===== src/logic/sfp_pkg.sv =====
package sfp_pkg;
   // ==========================================================
   // timing
   // ==========================================================
   localparam int CLK_MHZ = 250;
   localparam int OPP_DELAY_NS = 2000;
   localparam int OPP_DELAY_CYC = (OPP_DELAY_NS * CLK_MHZ) / 1000;
   localparam int DEAD_TIME_NS = 500;
   localparam int DEAD_TIME_CYC = (DEAD_TIME_NS * CLK_MHZ + 999) / 1000;
   localparam int FILT_LEN = 4;
   localparam int OPEN_EVENTS = 3;
   localparam int OFF_TIME_CYC = 1000;
   localparam int BLANK_LONG_CYC = 1300;
   localparam int BLANK_SHORT_CYC = 800;

   // ==========================================================
   // apb register map
   // ==========================================================
   localparam logic [7:0] ADDR_CTRL = 8'h00;
   localparam logic [7:0] ADDR_STAT = 8'h04;
   localparam logic [7:0] ADDR_IRQ_STAT = 8'h08;
   localparam logic [7:0] ADDR_IRQ_EN = 8'h0C;
   localparam logic [7:0] ADDR_IRQ_CLR = 8'h10;
   localparam logic [2:0] IRQ_EN_RST = 3'h0;
   localparam logic [1:0] CTRL_RST = 2'h0;
   localparam int IRQ_SHORT_BIT = 0;
   localparam int IRQ_OPEN_BIT = 1;
   localparam int IRQ_SLEEP_BIT = 2;

   // per-phase analog comparator results
   typedef struct packed {
      logic short_trip_threshold; // sense_voltage above short trip level
      logic sense_positive;       // sense_voltage positive
      logic current_trip;         // sense_voltage above regulation level
   } sfp_sense_t;

   // per-phase gate drive pair
   typedef struct packed {
      logic phase_a_output;
      logic phase_b_output;
   } sfp_gate_t;

   typedef enum logic [3:0] {
      SFP_ON   = 4'b0001,
      SFP_DEAD = 4'b0010,
      SFP_OFF  = 4'b0100,
      SFP_IDLE = 4'b1000
   } sfp_pwm_t;
endpackage


===== src/logic/sfp_core.sv =====
// Our own choices: the register offsets and the APB slave port.
`timescale 1ns/1ns
// Summary of operation
// - any trip turns off outputs, raises fault
// - trip latched until logic supply cycles
// - sense above short threshold trips protection
// - only sensed current through resistors detected
// - open detection only while PWM chopping
// - positive sense in off-time is event
// - three events confirm open coil
// - fixed confirmation delay before shutdown
// - confirmation delay nominally two microseconds
// - half-microsecond dead time between switches
// - every logic input low-pass filtered
// - sleep input high releases motor drive
// - fault output low normal, high tripped
// - sync high chops both phases together
// - phase input pair selects output drains
module sfp_core
   import sfp_pkg::*;
#(
   parameter int OPP_CYC = OPP_DELAY_CYC,
   parameter int DEAD_CYC = DEAD_TIME_CYC,
   parameter int OFF_CYC = OFF_TIME_CYC
)(
   input wire logic pclk,                          // 250 MHz clock
   input wire logic presetn,                       // logic supply good, low = off
   input wire logic psel,                          // apb select
   input wire logic penable,                       // apb enable
   input wire logic pwrite,                        // apb direction
   input wire logic [7:0] paddr,                   // apb byte address
   input wire logic [31:0] pwdata,                 // apb write data
   output logic [31:0] prdata,                     // apb read data
   output logic pready,                            // apb ready
   output logic pslverr,                           // apb error
   input wire logic [1:0] phase_a_input,           // phase A input pair
   input wire logic [1:0] phase_b_input,           // phase B input pair
   input wire logic blank_sel,                     // high = short blanking
   input wire logic sync_sel,                      // high = synchronized chopping
   input wire logic sleep_req,                     // reference above sleep level
   input wire sfp_pkg::sfp_sense_t sense_a,        // phase A comparators
   input wire sfp_pkg::sfp_sense_t sense_b,        // phase B comparators
   output sfp_pkg::sfp_gate_t gate_a,              // phase A gates
   output sfp_pkg::sfp_gate_t gate_b,              // phase B gates
   output sfp_pkg::sfp_gate_t rect_a,              // phase A rectifier gates
   output sfp_pkg::sfp_gate_t rect_b,              // phase B rectifier gates
   output logic fault_flag,                        // protection tripped
   output logic sleep_active,                      // motor released
   output logic irq                                // interrupt level
);
   import sfp_pkg::*;

   // ==========================================================
   // input filters
   // ==========================================================
   localparam int NIN = 7;
   logic [NIN-1:0] raw_in;
   wire [NIN-1:0] filt_in;
   assign raw_in = {sleep_req, sync_sel, blank_sel, phase_b_input, phase_a_input};

   // majority-free filter: output moves only after FILT_LEN equal samples
   // trade-off: each of the NIN filtered inputs gains a few cycles of latency for glitch immunity
   genvar gi;
   generate
      for (gi = 0; gi < NIN; gi++)
      begin : g_filt
         logic [FILT_LEN-1:0] sh_reg;
         logic f_reg;
         always_ff @(posedge pclk or negedge presetn)
         begin
            if (!presetn)
            begin
               sh_reg <= '0;
               f_reg <= 1'b0;
            end
            else
            begin
               sh_reg <= {sh_reg[FILT_LEN-2:0], raw_in[gi]};
               if (&sh_reg)
                  f_reg <= 1'b1;
               else if (~|sh_reg)
                  f_reg <= 1'b0;
            end
         end
         assign filt_in[gi] = f_reg;
      end
   endgenerate

   wire [1:0] in_a = filt_in[1:0];
   wire [1:0] in_b = filt_in[3:2];
   wire f_blank = filt_in[4];
   wire f_sync = filt_in[5];
   wire f_sleep = filt_in[6];

   // ==========================================================
   // protection latch
   // ==========================================================
   // only presetn (logic supply cycle) clears the latch; no apb path does
   logic trip_reg;
   logic short_hit;
   logic open_hit;
   logic [1:0] open_conf;
   sfp_sense_t sns [2];
   assign sns[0] = sense_a;
   assign sns[1] = sense_b;
   // comparators sit on the internal resistors, so pin shorts never reach them
   assign short_hit = sense_a.short_trip_threshold | sense_b.short_trip_threshold;
   assign open_hit = |open_conf;

   // no clear path: a trip outlives every input until presetn
   always_ff @(posedge pclk or negedge presetn)
   begin
      if (!presetn)
         trip_reg <= 1'b0;
      else if (short_hit | open_hit)
         trip_reg <= 1'b1;
   end
   assign fault_flag = trip_reg;

   // ==========================================================
   // pwm chopper per phase
   // ==========================================================
   wire [1:0] in_pair [2];
   assign in_pair[0] = in_a;
   assign in_pair[1] = in_b;
   wire [1:0] trip_in = {sense_b.current_trip, sense_a.current_trip};
   wire [1:0] want_on;
   wire [1:0] in_off_time;
   wire [1:0] at_on;
   wire [1:0] ready_off;
   // synchronized mode: both phases leave off-time together
   // a finished off-time waits here for the other phase
   wire sync_go = f_sync & (&ready_off);
   wire [15:0] blank_cyc = f_blank ? 16'(BLANK_SHORT_CYC) : 16'(BLANK_LONG_CYC);
   sfp_gate_t gate_w [2];
   sfp_gate_t rect_w [2];

   generate
      for (gi = 0; gi < 2; gi++)
      begin : g_ph
         sfp_pwm_t st_reg;
         sfp_pwm_t st_next;
         logic [15:0] cnt_reg;
         logic [15:0] cnt_next;
         logic [1:0] ev_reg;
         logic [15:0] win_reg;
         logic win_act_reg;
         logic conf_reg;
         logic pos_d_reg;
         wire pair_ok = in_pair[gi][0] ^ in_pair[gi][1];
         wire cnt_done = (cnt_reg == 16'h0000);
         wire drive_ok = ~trip_reg & ~f_sleep;
         // rectifier drops DEAD_CYC+1 cycles before on-time so the gate never
         // meets it; OFF_CYC must exceed DEAD_CYC or it never turns on
         wire rect_win = in_off_time[gi] & (cnt_reg > 16'(DEAD_CYC));
         assign want_on[gi] = pair_ok & drive_ok;
         assign in_off_time[gi] = (st_reg == SFP_OFF);
         assign at_on[gi] = (st_reg == SFP_ON);
         assign ready_off[gi] = (st_reg == SFP_OFF) & cnt_done;

         // chopping state sequence with fixed off-time
         // losing drive from any state returns straight to idle
         always_comb
         begin
            st_next = st_reg;
            cnt_next = cnt_done ? 16'h0000 : cnt_reg - 16'h0001;
            case (st_reg)
               SFP_IDLE:
                  if (want_on[gi])
                  begin
                     st_next = SFP_ON;
                     cnt_next = blank_cyc;
                  end
               SFP_ON:
                  if (!want_on[gi])
                     st_next = SFP_IDLE;
                  else if (cnt_done && trip_in[gi])
                  begin
                     st_next = SFP_DEAD;
                     cnt_next = 16'(DEAD_CYC);
                  end
               SFP_DEAD:
                  if (!want_on[gi])
                     st_next = SFP_IDLE;
                  else if (cnt_done)
                  begin
                     st_next = SFP_OFF;
                     cnt_next = 16'(OFF_CYC);
                  end
               SFP_OFF:
                  if (!want_on[gi])
                     st_next = SFP_IDLE;
                  else if (cnt_done && (!f_sync || sync_go))
                  begin
                     st_next = SFP_ON;
                     cnt_next = blank_cyc;
                  end
               default:
                  st_next = SFP_IDLE;
            endcase
         end

         always_ff @(posedge pclk or negedge presetn)
         begin
            if (!presetn)
            begin
               st_reg <= SFP_IDLE;
               cnt_reg <= 16'h0000;
            end
            else
            begin
               st_reg <= st_next;
               cnt_reg <= cnt_next;
            end
         end

         // open-coil events: rising positive sense during off-time
         // window runs OPP_CYC+1 cycles from the first event; count saturates
         wire ev = in_off_time[gi] & sns[gi].sense_positive & ~pos_d_reg;
         wire win_end = win_act_reg & (win_reg == 16'h0000);
         always_ff @(posedge pclk or negedge presetn)
         begin
            if (!presetn)
            begin
               pos_d_reg <= 1'b0;
               ev_reg <= 2'h0;
               win_reg <= 16'h0000;
               win_act_reg <= 1'b0;
               conf_reg <= 1'b0;
            end
            else
            begin
               pos_d_reg <= sns[gi].sense_positive & in_off_time[gi];
               if (ev && !win_act_reg)
               begin
                  win_act_reg <= 1'b1;
                  win_reg <= 16'(OPP_CYC);
                  ev_reg <= 2'h1;
               end
               else if (win_end)
               begin
                  win_act_reg <= 1'b0;
                  // count reached within delay: confirm; else clear
                  conf_reg <= (ev_reg == 2'(OPEN_EVENTS));
                  ev_reg <= 2'h0;
               end
               else if (win_act_reg)
               begin
                  win_reg <= win_reg - 16'h0001;
                  if (ev && ev_reg != 2'(OPEN_EVENTS))
                     ev_reg <= ev_reg + 2'h1;
               end
            end
         end
         assign open_conf[gi] = conf_reg;

         // main and rectifier gates; dead state has both off
         // pair_ok again: an equal pair must not light both for one cycle
         assign gate_w[gi] = {at_on[gi] & pair_ok & in_pair[gi][0],
            at_on[gi] & pair_ok & in_pair[gi][1]};
         assign rect_w[gi] = {rect_win & pair_ok & in_pair[gi][1],
            rect_win & pair_ok & in_pair[gi][0]};
      end
   endgenerate

   // registered gate outputs; the raw short and filtered sleep also cut them so a
   // short is off at the first edge, the same edge that sets the latch
   wire drive_kill = trip_reg | short_hit | f_sleep;
   always_ff @(posedge pclk or negedge presetn)
   begin
      if (!presetn)
      begin
         gate_a <= '0;
         gate_b <= '0;
         rect_a <= '0;
         rect_b <= '0;
      end
      else
      begin
         gate_a <= drive_kill ? '0 : gate_w[0];
         gate_b <= drive_kill ? '0 : gate_w[1];
         rect_a <= drive_kill ? '0 : rect_w[0];
         rect_b <= drive_kill ? '0 : rect_w[1];
      end
   end
   assign sleep_active = f_sleep;

   // ==========================================================
   // apb registers and interrupt
   // ==========================================================
   logic [2:0] irq_stat_reg;
   logic [2:0] irq_en_reg;
   logic [1:0] ctrl_reg;
   logic sleep_d_reg;
   wire acc = psel & penable;
   wire wr = acc & pwrite;
   wire hit_ctrl = (paddr == ADDR_CTRL);
   wire hit_stat = (paddr == ADDR_STAT);
   wire hit_is = (paddr == ADDR_IRQ_STAT);
   wire hit_ie = (paddr == ADDR_IRQ_EN);
   wire hit_ic = (paddr == ADDR_IRQ_CLR);
   wire mapped = hit_ctrl | hit_stat | hit_is | hit_ie | hit_ic;
   wire [2:0] ev_set = {f_sleep & ~sleep_d_reg, open_hit & ~trip_reg, short_hit & ~trip_reg};
   wire [2:0] clr = (wr && hit_ic) ? pwdata[2:0] : 3'h0;
   // status word packs live state for polling without the interrupt
   wire [31:0] stat_word = {24'h0, ctrl_reg, sleep_active, f_sync, open_conf, short_hit, trip_reg};

   // ctrl bits are scratch masks for software; they never clear the trip
   // irq clear is write-only and reads back as zero
   always_ff @(posedge pclk or negedge presetn)
   begin
      if (!presetn)
      begin
         irq_stat_reg <= 3'h0;
         irq_en_reg <= IRQ_EN_RST;
         ctrl_reg <= CTRL_RST;
         sleep_d_reg <= 1'b0;
      end
      else
      begin
         sleep_d_reg <= f_sleep;
         irq_stat_reg <= (irq_stat_reg & ~clr) | ev_set; // set wins
         if (wr && hit_ie)
            irq_en_reg <= pwdata[2:0];
         if (wr && hit_ctrl)
            ctrl_reg <= pwdata[1:0];
      end
   end

   assign irq = |(irq_stat_reg & irq_en_reg);
   // no wait states: every access completes in its first access cycle
   assign pready = 1'b1;
   // unmapped offsets answer with pslverr and read as zero
   assign pslverr = acc & ~mapped;
   assign prdata = !acc ? 32'h0 :
                   hit_ctrl ? {30'h0, ctrl_reg} :
                   hit_stat ? stat_word :
                   hit_is ? {29'h0, irq_stat_reg} :
                   hit_ie ? {29'h0, irq_en_reg} : 32'h0;
endmodule


===== config.mk =====
export PLATFORM = sky130hd
export DESIGN_NAME = sfp_core
export DESIGN_NICKNAME = d
export VERILOG_FILES = /design/src/logic/sfp_pkg.sv /design/src/logic/sfp_core.sv
export SDC_FILE = /design/constraint.sdc
export NUM_CORES = 1
export LEC_CHECK = 0
export ABC_AREA = 0
export BUFFER_PORTS_ARGS = -buffer_cell sky130_fd_sc_hd__buf_2
export CORE_ASPECT_RATIO = 0.6
export CORE_MARGIN = 4
export CORE_UTILIZATION = 55
export DETAILED_ROUTE_END_ITERATION = 16
export PLACE_DENSITY = 0.78
export SETUP_SLACK_MARGIN = 0.3
export SLEW_MARGIN = 20
export SYNTH_ARGS = -nofsm -noshare
export SYNTH_HDL_FRONTEND = slang
export SYNTH_SLANG_ARGS = --single-unit

===== constraint.sdc =====
create_clock -name pclk -period 2.9 [get_ports pclk]
set_input_delay 0.29 -clock pclk [delete_from_list [all_inputs] [get_ports pclk]]
set_output_delay 0.29 -clock pclk [all_outputs]
set_load 0.02 [all_outputs]

==> reports/summary.md, run 1 <==
## STA
* 374.0 MHz — Highest Clock Rate
* 0.1302 ns — Worst Hold Margin
* yes — RSZ-0062 raised after global routing
* 0 — number of pins with negative max-slew slack in the final report
* 0.7913 ns — Worst-Margin Slew
* 2.674 ns — shortest period the worst path allows
* 0 ns — setup TNS
* 0.4684 — Slew HR
* 0 — count of final setup violators
* 0.009371 ns — Post-Route Skew
* 0.9220 — part of the cycle the worst path needs
* 0 — number of endpoints with negative hold slack in the final report

## Synth
* simple AND/OR/NAND/NOR gates — main combinational cell family by area after synthesis
* 0.5038 — portion of the post-synthesis area used by sequential elements
* 689 — gate count of the mapped netlist
* sky130_fd_sc_hd__dfrtp_1 — Top FF cell, synth
* 9.739 um^2 — syn_area_per_cell
* 0.02051 — adder-cell area share of the yosys netlist
* 6710 um^2 — Syn Std Cell Area
* 0.1001 — fraction of the mapped netlist area in compound gates
* 65 — library cells used by synthesis
* 0 — Syn. warnings
* 1.000 — Async SR Flop Fraction
* 135 — register bit total from synthesis
* 0 — count of flip-flops with a built-in enable after synthesis
* 0.02126 — multiplexer share of the synthesized area
* 0.2346 — simple-gate share of the synthesized area
* 0.07309 — Synth Area in XOR/XNOR

## Die
* 150.6 um — Chip Width
* 14090 um^2 — die area
* 11600 um^2 — Core Area
* 103 — Top-Level Pins
* 93.56 um — die outline height
* 30 — number of standard-cell rows in the floorplan
* 0.5785 — Starting Density

## Worst setup path
* flop — critical path launch point type
* 4 — largest fanout on the critical path
* 3.19 ns — critical path data required time
* flop to flop — category of the most critical setup path
* inv_2 -> ha_4 -> or3b_4 -> or4_4 -> buf_4 -> o21ai_4 -> a21oi_1 -> or4b_1 -> a21boi_1 — cells along the critical path
* flop — element type at the critical path end
* simple AND/OR/NAND/NOR gates — cell class contributing the biggest share of worst-path delay
* 0.55 ns — slowest stage delay, CP
* 2.97 ns — critical path arrival
* 2 — critical path buffer and inverter count
* sky130_fd_sc_hd__or4_4 — highest-delay cell along the critical path

## Drt
* 415 — DRC violation total after the first TritonRoute iteration
* 5428 — total via count after detailed routing
* 5 — 1st-pass router iterations
* 5.732 — post-detailed-route via-to-cell ratio
* 0 — Detail Route Antenna Nets
* 15.88 um — routed wire length per instance
* 15.04 mm — final WL
* 0 — drt drc

## Placement
* 0.9248 — final weighted congestion of routability-driven global placement
* 10.60 mm — hpwl dp
* 892 — placed cells
* 48 — number of port buffers

## CTS
* 135 — number of sinks on the clock net
* 0.06 ns — CTS clock-pin slew for the worst setup and hold paths
* 0.41 ns — latest clock arrival within the worst-skew pair
* 2 — CTS max path bufs
* 17 — Inserted Clock Buffers
* 4 — number of H-tree levels
* sky130_fd_sc_hd__clkbuf_16 — Clock Root Buffer
* yes — TritonCTS clock tree

## Global routing
* 0.2250 — global routing usage summed across all routing layers
* 80 — maximum number of pins on one net before global-route repair
* 0 — number of antenna violations at the first check in global routing
* 25.26 mm — wire length of the first global-routing pass
* 5138 — number of global-route vias before repair
* 0 — residual overflow from global routing

## Finish
* 947 — non-filler cells, final
* 0.1792 — fraction of layout instances using a drive strength above 1
* 843 — number of nets at the end of the flow
* 0 — Diodes inserted
* 18.07% — area added between synthesis and finish

## Power
* 0.4827 mV — maximum vdd drop
* 0.003723 uW — static leakage
* 524.0 nW/um^2 — Power per Cell Area

## Status
* finished clean — outcome

## Worst hold path
* primary input to flop — class of the tightest hold or removal check

## Job
* 0 — number of maximum-capacitance constraint violations

==> cells in the final DEF (no fill, tap or decap), types with 25 or more instances in the layout <==
cell type / instances
sky130_fd_sc_hd__dfrtp_1: 133
sky130_fd_sc_hd__nor2_1: 89
sky130_fd_sc_hd__nand2_1: 69
sky130_fd_sc_hd__buf_2: 47
sky130_fd_sc_hd__xor2_1: 35
sky130_fd_sc_hd__o21ai_0: 30
sky130_fd_sc_hd__a21oi_1: 27
sky130_fd_sc_hd__nand3_1: 26
sky130_fd_sc_hd__buf_4: 26
sky130_fd_sc_hd__conb_1: 25
==> per-layer routing <==
metal	up-vias	part of all wire	GRT usage
met5	-	0	0
met4	0	0.011	0.06863
met1	2661	0.47	0.3290
met2	207	0.45	0.3340
met3	21	0.075	0.05327
li1	2539	-	-
==> through the flow <==
stage,total power (uW),setup slack [ns],cell area (um^2),util
after floorplan,2067,0.3344,6797,-
after detailed placement,2128,0.1973,7097,0.6119
final,4151,0.2261,7923,0.6831
after global routing,4305,0.1541,7923,0.6831
after global placement,2121,0.2621,7097,0.6119
after CTS,4190,0.2301,7891,0.6804
==> power by group <==
group          switching, uW  internal, uW
Clock                    837          1210
Combinational            109          51.4
Sequential              30.9          1910
==> logic make-up (layout without fill, tap and decap cells) <==
kind of cell    Yosys count  count (layout)
fa+ha+maj                11              11
flops                   135             135
buf+inv                  55             130
compound gates          106             106
xor+xnor                 56              56
mux                      12              12
other cells               2              25
simple gates            312             312
==> layout make-up <==
| class | count | area [um^2] |
|---|---|---|
| clock buffer | 19 | 442.9 |
| fill | 857 | 3676 |
| sequential | 135 | 3381 |
| inverter | 15 | 56.30 |
| multi-input combinational | 522 | 3177 |
| tap | 160 | 200.2 |
| clock inverter | 13 | 123.9 |
| timing repair buffer | 83 | 541.8 |
==> path summary, 6_finish.rpt <==
check	cells past startpoint	to	slack (ns)	startpoint
worst max-delay path	9	g_ph[0].cnt_reg[5]$_DFF_PN0_	0.23	g_ph[1].cnt_reg[1]$_DFF_PN0_
worst min-delay path	3	g_ph[0].pos_d_reg$_DFF_PN0_	0.13	sense_a[1]
worst max register to register	9	g_ph[0].cnt_reg[5]$_DFF_PN0_	0.23	g_ph[1].cnt_reg[1]$_DFF_PN0_
worst min register to register	0	g_filt[0].sh_reg[2]$_DFF_PN0_	0.38	g_filt[0].sh_reg[1]$_DFF_PN0_
max in group asynchronous	3	g_ph[1].st_reg[3]$_DFFE_PN1P_	1.65	presetn
min in group asynchronous	2	g_ph[1].cnt_reg[0]$_DFF_PN0_	0.49	presetn
==> Yosys cell counts, types with 12 or more instances <==
cell	number	share of area
sky130_fd_sc_hd__dfrtp_1	133	0.50
sky130_fd_sc_hd__nor2_1	90	0.050
sky130_fd_sc_hd__nand2_1	69	0.039
sky130_fd_sc_hd__xor2_1	35	0.046
sky130_fd_sc_hd__o21ai_0	30	0.022
sky130_fd_sc_hd__nand3_1	28	0.021
sky130_fd_sc_hd__a21oi_1	27	0.020
sky130_fd_sc_hd__buf_4	26	0.029
sky130_fd_sc_hd__nor3_1	23	0.017
sky130_fd_sc_hd__xnor2_1	21	0.027
sky130_fd_sc_hd__inv_1	15	0.0084
sky130_fd_sc_hd__nor4_1	14	0.013
sky130_fd_sc_hd__clkbuf_1	13	0.0073
sky130_fd_sc_hd__or3_1	13	0.012
sky130_fd_sc_hd__and2_1	12	0.011
==> worst register-to-register path: cells and delay by family, from the launching register on <==
family                     cells  cell delay [ns]
and+or+nand+nor                3             1.43
DFF                            1             0.38
AOI/OAI and AO/OA              3             0.36
buffers and inverters          2             0.26
adders and majority gates      1             0.14
==> repair_timing <==
action	4_1_cts	5_1_grt
hold buffers	8	0
buffers inserted	14	1
hold endpoints to repair	83	0
setup endpoints to repair	4	22
pin swaps	7	3
resized for setup	9	5
Power figures use the tool's default switching activity.
==> inputs of run 2 (changes only) <==
--- a/config.mk
+++ b/config.mk
@@ -5,13 +5,13 @@
 export SDC_FILE = /design/constraint.sdc
 export NUM_CORES = 1
 export LEC_CHECK = 0
-export ABC_AREA = 0
+export ABC_AREA = 1
 export BUFFER_PORTS_ARGS = -buffer_cell sky130_fd_sc_hd__buf_2
 export CORE_ASPECT_RATIO = 0.6
 export CORE_MARGIN = 4
 export CORE_UTILIZATION = 55
 export DETAILED_ROUTE_END_ITERATION = 16
-export PLACE_DENSITY = 0.78
+export PLACE_DENSITY = 0.77
 export SETUP_SLACK_MARGIN = 0.3
 export SLEW_MARGIN = 20
 export SYNTH_ARGS = -nofsm -noshare
==> run 2 against run 1 <==
Against the previous run: clock-buffer cell count is 1 lower; worst setup slack better by 0.58 ns; sequential share of layout area is 2.3 points lower; fmax is 28% higher; register-to-register slack better by 0.58 ns; clock power is 4% higher; largest power group unchanged; highest routed layer unchanged.
==> reports/summary.md, run 2 <==
## CTS
* 17 — Inserted Clock Buffers, unchanged
* 0 — buffers inserted by post-CTS timing repair, -14
* 2 — CTS max path bufs, unchanged
* 4 — number of H-tree levels, unchanged
* 0.06 ns — CTS clock-pin slew for the worst setup and hold paths, about the same
* sky130_fd_sc_hd__clkbuf_16 — Clock Root Buffer
* 0 — Resized cells post-CTS, -9
* yes — TritonCTS clock tree
* 0.42 ns — latest clock arrival within the worst-skew pair, about the same
* 135 — number of sinks on the clock net, unchanged
* 8 — number of buffers inserted by hold repair at cts, unchanged

## Worst setup path
* 13 — largest fanout on the critical path, +9
* flop to flop — category of the most critical setup path
* flop — element type at the critical path end
* sky130_fd_sc_hd__nand2_1 — Most common cell on crit path
* 2.43 ns — critical path arrival, -0.54 ns
* g_ph[1].cnt_reg[0]$_DFF_PN0_ — start of the worst register-to-register path
* 0.40 ns — slowest stage delay, CP, -0.15 ns
* inv_1 -> ha_1 -> nand2_1 -> nor2_1 -> nand2_2 -> inv_2 -> nand2_2 -> nand2_4 -> nand2_1 -> nor2_1 -> nand2_1 -> nand2_1 -> inv_1 -> o21ai_1 — cells along the critical path
* 3 — critical path buffer and inverter count, +1
* flop — critical path launch point type
* 3.24 ns — critical path data required time, +0.05 ns
* 0.81 ns — reg-to-reg slack, setup, +0.58 ns
* 14 — worst-case reg-to-reg path depth, +5
* simple AND/OR/NAND/NOR gates — cell class contributing the biggest share of worst-path delay
* sky130_fd_sc_hd__dfrtp_1 — highest-delay cell along the critical path
* g_ph[0].cnt_reg[4]$_DFF_PN0_ — r2r endpoint

## Worst hold path
* g_ph[0].pos_d_reg$_DFF_PN0_ — endpoint with the worst hold slack
* primary input to flop — class of the tightest hold or removal check
* 3 — number of stages on the worst hold path, unchanged
* sense_a[1] — startpoint of the most critical hold path

## Global routing
* 27.79 mm — wire length of the first global-routing pass, +10%
* 0.05607 — Global Route met3 Usage, +0.002806
* 64 — maximum number of pins on one net before global-route repair, -20%
* met1 — highest-utilization routing layer at the global route stage
* 0 — number of antenna violations at the first check in global routing, unchanged
* 0.3644 — met1 Resource Use GR, +0.03540
* 5624 — number of global-route vias before repair, +9.5%
* 0.2241 — global routing usage summed across all routing layers, -0.0008610
* 0 — residual overflow from global routing, unchanged
* 0.2939 — global-route met2 utilization, -0.04009

## Power
* 3472 uW — internal power, +9.4%
* 0.448 — relative contribution of the clock network to total power, -0.045
* 0.3725 mV — maximum vdd drop, -23%
* 0.004190 uW — static leakage, +13%
* 0.107 — Logic pwr share, +0.068
* 1292 uW — Net Switching, +32%
* 569.4 nW/um^2 — Power per Cell Area, +8.7%
* 4764 uW — Final Power, +15%
* 0.2712 — switching share of power, +0.03598
* 0.445 — share of power burned in registers, -0.024

## Drt
* 5.423 — post-detailed-route via-to-cell ratio, -5.4%
* 14.57 um — routed wire length per instance, -8.3%
* 6264 — total via count after detailed routing, +15%
* 0 — Detail Route Antenna Nets, unchanged
* 16.83 mm — final WL, +12%
* 0 — drt drc, unchanged
* 626 — DRC violation total after the first TritonRoute iteration, +51%
* 6 — 1st-pass router iterations, +1

## Synth
* 7350 um^2 — Syn Std Cell Area, +9.5%
* sky130_fd_sc_hd__nand2_1 — most used standard cell by instance count after synthesis
* 46 — library cells used by synthesis, -29%
* 0.003064 — multiplexer share of the synthesized area, -0.01819
* 902 — gate count of the mapped netlist, +31%
* 0 — Syn. warnings, unchanged
* sky130_fd_sc_hd__dfrtp_1 — Top FF cell, synth
* simple AND/OR/NAND/NOR gates — main combinational cell family by area after synthesis
* 1.000 — Async SR Flop Fraction, unchanged
* 0 — count of flip-flops with a built-in enable after synthesis, unchanged
* 0.03694 — Synth Area in XOR/XNOR, -0.03615
* 135 — register bit total from synthesis, unchanged
* sky130_fd_sc_hd__dfrtp_1, sky130_fd_sc_hd__nand2_1, sky130_fd_sc_hd__nor2_1 — main area contributors after synthesis
* 0.01873 — adder-cell area share of the yosys netlist, -0.001784
* sky130_fd_sc_hd__dfrtp_1 — area leader, netlist
* 0.4600 — portion of the post-synthesis area used by sequential elements, -0.04383
* 0.4528 — share of Yosys cell area claimed by the top area cell type, -0.04315
* sky130_fd_sc_hd__nand2_1, sky130_fd_sc_hd__dfrtp_1, sky130_fd_sc_hd__nor2_1 — most common library cells after synthesis
* 0.3039 — simple-gate share of the synthesized area, +0.06931
* 8.148 um^2 — syn_area_per_cell, -16%
* 0.08444 — fraction of the mapped netlist area in compound gates, -0.01569

## Placement
* 0.9360 — final weighted congestion of routability-driven global placement, +1.2%
* 12.08 mm — hpwl dp, +14%
* 48 — number of port buffers, unchanged

## Finish
* sky130_fd_sc_hd__nand2_1, sky130_fd_sc_hd__dfrtp_1, sky130_fd_sc_hd__nor2_1, sky130_fd_sc_hd__inv_1, sky130_fd_sc_hd__nand3_1 — commonest cells after routing, fill and taps aside
* sky130_fd_sc_hd__nand2_1 — most common cell after layout, fill and taps aside
* 0.1462 — fraction of layout instances using a drive strength above 1, -0.03297
* 13.86% — area added between synthesis and finish
* 0 — Diodes inserted, unchanged
* 1043 — number of nets at the end of the flow, +24%

## Die
* 103 — Top-Level Pins, unchanged
* 12970 um^2 — Core Area, +12%
* 0.5666 — Starting Density, -0.01198
* 15340 um^2 — die area, +8.9%
* 157.2 um — Chip Width, +4.4%
* 32 — number of standard-cell rows in the floorplan, +6.7%
* 97.54 um — die outline height, +4.3%

## STA
* 0.1439 ns — Worst Hold Margin, +0.01376 ns
* no — RSZ-0062 raised after global routing
* 0.6010 — Slew HR, +0.1326
* 0 — number of endpoints with negative hold slack in the final report, unchanged
* 0 ns — setup TNS, unchanged
* 0 — count of final setup violators, unchanged
* 477.9 MHz — Highest Clock Rate, +28%
* 0.01164 ns — Post-Route Skew, +0.002273 ns
* 2.093 ns — shortest period the worst path allows, -0.5813 ns
* 0.5945 ns — Worst-Margin Slew, -0.1968 ns
* 0 — number of pins with negative max-slew slack in the final report, unchanged
* 0.7216 — part of the cycle the worst path needs, -0.2004

## Status
* finished clean — outcome

## Job
* 0 — number of maximum-capacitance constraint violations, unchanged

-- run 2: logic make-up after synthesis --
kind of cell               count (synthesis)
AOI/OAI and AO/OA                        110
and+or+nand+nor                          463
other                                      2
DFF                                      135
muxes                                      2
buffers and inverters                    148
adders and majority gates                 11
xor gates and xnor gates                  31
-- run 2: worst register-to-register path, stage by stage, from the launching register on --
cell,delay (ns)
sky130_fd_sc_hd__dfrtp_1,0.40
sky130_fd_sc_hd__inv_1,0.15
sky130_fd_sc_hd__ha_1,0.17
sky130_fd_sc_hd__nand2_1,0.05
sky130_fd_sc_hd__nor2_1,0.13
sky130_fd_sc_hd__nand2_2,0.21
sky130_fd_sc_hd__inv_2,0.20
sky130_fd_sc_hd__nand2_2,0.09
sky130_fd_sc_hd__nand2_4,0.08
sky130_fd_sc_hd__nand2_1,0.07
sky130_fd_sc_hd__nor2_1,0.13
sky130_fd_sc_hd__nand2_1,0.08
sky130_fd_sc_hd__nand2_1,0.12
sky130_fd_sc_hd__inv_1,0.07
sky130_fd_sc_hd__o21ai_1,0.06
-- run 2: layout make-up --
class	instances	area, um^2
flip-flops and latches	135	3381
inverters	119	449.2
multi-input cells	642	3379
well taps	170	212.7
clock inverters	12	145.1
fillers	1080	4604
repair buffers	59	361.6
clock buffers	18	439.2
-- run 2: power groups by stage --
stage	clock, uW	sequential [uW]	combinational (uW)
6_report	2140	2120	509
5_1_grt	2270	2130	575
4_1_cts	2180	2110	506
3_5_place_dp	0	2140	495
3_3_place_gp	0	2140	481
2_1_floorplan	0	2120	376
-- run 2: metrics by stage --
step           setup WS, ns  instances  utilization  cell area (um^2)
2_1_floorplan         1.004        925            -              7436
3_3_place_gp         0.8863       1117       0.5938              7704
3_5_place_dp         0.8750       1117       0.5938              7704
4_1_cts              0.8343       1155       0.6451              8368
5_1_grt              0.5876       1155       0.6451              8368
6_report             0.8073       1155       0.6451              8368
-- run 2: routing by layer --
metal	share of wire	up-vias
met5	0	-
met4	0.011	0
met3	0.097	22
met2	0.39	307
met1	0.50	2873
li1	-	3062
-- run 2: worst max path at each step --
stage,start,cells after the start,slack [ns],endpoint
2_1_floorplan,paddr[7],7,1.00,prdata[4]
3_3_place_gp,g_ph[1].cnt_reg[0]$_DFF_PN0_,14,0.89,g_ph[0].cnt_reg[4]$_DFF_PN0_
3_5_place_dp,g_ph[1].cnt_reg[0]$_DFF_PN0_,14,0.88,g_ph[0].cnt_reg[2]$_DFF_PN0_
4_1_cts,fault_flag$_DFFE_PN0P_,7,0.83,g_ph[1].cnt_reg[6]$_DFF_PN0_
5_1_grt,g_ph[1].cnt_reg[10]$_DFF_PN0_,13,0.59,g_ph[0].cnt_reg[4]$_DFF_PN0_
6_report,g_ph[1].cnt_reg[0]$_DFF_PN0_,14,0.81,g_ph[0].cnt_reg[4]$_DFF_PN0_
==> inputs of run 3 (changes only) <==
==> constraint.sdc (replaced) <==
create_clock -name pclk -period 2 [get_ports pclk]
set_input_delay 0.2 -clock pclk [delete_from_list [all_inputs] [get_ports pclk]]
set_output_delay 0.2 -clock pclk [all_outputs]
set_load 0.02 [all_outputs]
==> run 3 against run 2 <==
Against the previous run: critical path depth decreased by 6; routed wire length rose by 32%; clock-buffer cell count fell by 1; sequential share of layout area down 6.6 points.
==> reports/summary.md, run 3 (synthesized netlist as in run 2, its figures left out) <==
## Status
* finished clean — outcome

## Worst setup path
* 7 — largest fanout on the critical path, -6
* 2.20 ns — critical path arrival, -0.23 ns
* flop — element type at the critical path end
* g_ph[1].cnt_reg[5]$_DFF_PN0_ — r2r endpoint
* g_ph[1].st_reg[3]$_DFFE_PN1P_ — start of the worst register-to-register path
* 2.31 ns — critical path data required time, -0.93 ns
* flop — critical path launch point type
* flop to flop — category of the most critical setup path
* 0.12 ns — reg-to-reg slack, setup, -0.69 ns
* 8 — worst-case reg-to-reg path depth, -6

## STA
* 0 ns — setup TNS, unchanged
* 0.5531 ns — Worst-Margin Slew, -0.04146 ns
* 0 — count of final setup violators, unchanged
* 0.6279 — Slew HR, +0.02690
* 0.04547 ns — Worst Hold Margin, -0.09848 ns
* 0 — number of pins with negative max-slew slack in the final report, unchanged
* 1.885 ns — shortest period the worst path allows, -0.2077 ns
* 530.5 MHz — Highest Clock Rate, +11%
* 0.9425 — part of the cycle the worst path needs, +0.2209
* yes — RSZ-0062 raised after global routing
* 0.01120 ns — Post-Route Skew, -0.0004389 ns
* 0 — number of endpoints with negative hold slack in the final report, unchanged

## Global routing
* 0 — residual overflow from global routing, unchanged
* 57 — maximum number of pins on one net before global-route repair, -11%
* 0 — number of antenna violations at the first check in global routing, unchanged
* 0.2393 — global routing usage summed across all routing layers, +0.01517
* 29.51 mm — wire length of the first global-routing pass, +6.2%
* 6039 — number of global-route vias before repair, +7.4%

## Power
* 0.161 — Logic pwr share, +0.054
* 0.4998 mV — maximum vdd drop, +34%
* 0.414 — share of power burned in registers, -0.031
* 7471 uW — Final Power, +57%
* 745.0 nW/um^2 — Power per Cell Area, +31%
* 0.3079 — switching share of power, +0.03666
* 0.004855 uW — static leakage, +16%
* 0.425 — relative contribution of the clock network to total power, -0.023
* 2300 uW — Net Switching, +78%
* 5171 uW — internal power, +49%

## Drt
* 5 — 1st-pass router iterations, -1
* 621 — DRC violation total after the first TritonRoute iteration, -0.80%
* 22.17 mm — final WL, +32%
* 7258 — total via count after detailed routing, +16%
* 0 — Detail Route Antenna Nets, unchanged
* 17.51 um — routed wire length per instance, +20%
* 0 — drt drc, unchanged
* 5.733 — post-detailed-route via-to-cell ratio, +5.7%

## Die
* 12970 um^2 — Core Area, unchanged
* 15340 um^2 — die area, unchanged
* 103 — Top-Level Pins, unchanged
* 157.2 um — Chip Width, unchanged
* 32 — number of standard-cell rows in the floorplan, unchanged
* 97.54 um — die outline height, unchanged
* 0.5666 — Starting Density, unchanged

## Placement
* 12.70 mm — hpwl dp, +5.2%
* 48 — number of port buffers, unchanged
* 1.015 — final weighted congestion of routability-driven global placement, +8.4%

## CTS
* 0.43 ns — latest clock arrival within the worst-skew pair, about the same
* yes — TritonCTS clock tree
* 17 — Inserted Clock Buffers, unchanged
* 0.07 ns — CTS clock-pin slew for the worst setup and hold paths, about the same
* 2 — CTS max path bufs, unchanged
* sky130_fd_sc_hd__clkbuf_16 — Clock Root Buffer
* 4 — number of H-tree levels, unchanged
* 135 — number of sinks on the clock net, unchanged

## Finish
* 36.45% — area added between synthesis and finish
* 0.7731 — fraction of the core area covered by cells at the end of the flow, +0.1280
* 0.3750 — fraction of layout instances using a drive strength above 1, +0.2288
* 805 — count of filler cells inserted in the layout, -25%
* 0 — Diodes inserted, unchanged
* sky130_fd_sc_hd__nand2_1 — most common cell after layout, fill and taps aside
* sky130_fd_sc_hd__nand2_1, sky130_fd_sc_hd__dfrtp_1, sky130_fd_sc_hd__buf_4, sky130_fd_sc_hd__nor2_1, sky130_fd_sc_hd__inv_1 — commonest cells after routing, fill and taps aside
* 1152 — number of nets at the end of the flow, +10%

## Job
* 0 — number of maximum-capacitance constraint violations, unchanged

## Worst hold path
* sense_b[1] — startpoint of the most critical hold path
* primary input to flop — class of the tightest hold or removal check
* g_ph[1].pos_d_reg$_DFF_PN0_ — endpoint with the worst hold slack
* 3 — number of stages on the worst hold path, unchanged

run 3: repair_timing:
| item | in CTS | in global routing |
|---|---|---|
| hold buffers | 8 | 0 |
| buffers inserted | 26 | 62 |
| cloned | 0 | 1 |
| gates resized for setup | 62 | 170 |
| pin swaps | 16 | 67 |
| setup endpoints to repair | 75 | 77 |
| endpoints found under the hold margin | 48 | 0 |
run 3: final cells by class:
cell class	instances	area [um^2]	area share
multi-input combinational	643	4101	0.4090
sequential	135	3393	0.3384
clock buffer	17	425.4	0.04242
timing repair buffer	167	1262	0.1259
inverter	119	471.7	0.04704
tap	170	212.7	0.02121
clock inverter	15	161.4	0.01609
run 3: critical path, stage by stage (launching register included):
cell and delay [ns]:
sky130_fd_sc_hd__dfstp_2 0.60, sky130_fd_sc_hd__nor2_1 0.11, sky130_fd_sc_hd__nand2_2 0.20, sky130_fd_sc_hd__nand4_1 0.29, sky130_fd_sc_hd__buf_4 0.25, sky130_fd_sc_hd__nand2_4 0.06
sky130_fd_sc_hd__nor2_1 0.05, sky130_fd_sc_hd__nor2_1 0.14, sky130_fd_sc_hd__nand2_2 0.08
run 3: power groups by stage:
stage | Sequential [uW] | Combinational (uW) | Clock, uW
floorplan | 3070 | 546 | 0
global route | 3110 | 1300 | 3320
CTS | 3060 | 812 | 3170
global placement | 3100 | 757 | 0
finish | 3100 | 1200 | 3170
detailed placement | 3100 | 778 | 0
run 3: worst max-delay path by stage:
stage | startpoint | to | slack [ns] | cells past startpoint
3_5_place_dp | g_ph[0].cnt_reg[0]$_DFF_PN0_ | g_ph[1].cnt_reg[9]$_DFF_PN0_ | 0.04 | 11
6_report | g_ph[1].st_reg[3]$_DFFE_PN1P_ | g_ph[1].cnt_reg[5]$_DFF_PN0_ | 0.12 | 8
2_1_floorplan | g_ph[0].cnt_reg[0]$_DFF_PN0_ | g_ph[0].st_reg[0]$_DFFE_PN0P_ | 0.32 | 12
4_1_cts | g_ph[1].cnt_reg[10]$_DFF_PN0_ | g_ph[0].cnt_reg[2]$_DFF_PN0_ | 0.29 | 13
5_1_grt | g_ph[1].cnt_reg[12]$_DFF_PN0_ | g_ph[1].cnt_reg[9]$_DFF_PN0_ | 0.02 | 10
3_3_place_gp | g_ph[0].cnt_reg[0]$_DFF_PN0_ | g_ph[0].cnt_reg[4]$_DFF_PN0_ | 0.12 | 14
run 3: metal layers:
layer,global-route usage,vias to the layer above,share of wire
li1,-,3281,-
met1,0.3787,3474,0.43
met2,0.3106,425,0.44
met3,0.07744,78,0.097
met4,0.06213,0,0.025
met5,0,-,0
run 3: metrics by stage:
step	std cells	setup slack [ns]	cell area, um^2
final	1266	0.1150	10030
after global routing	1266	0.02449	10030
after detailed placement	1137	0.04108	7873
after CTS	1203	0.2919	8940
after global placement	1137	0.1208	7873
after floorplan	925	0.3165	7442
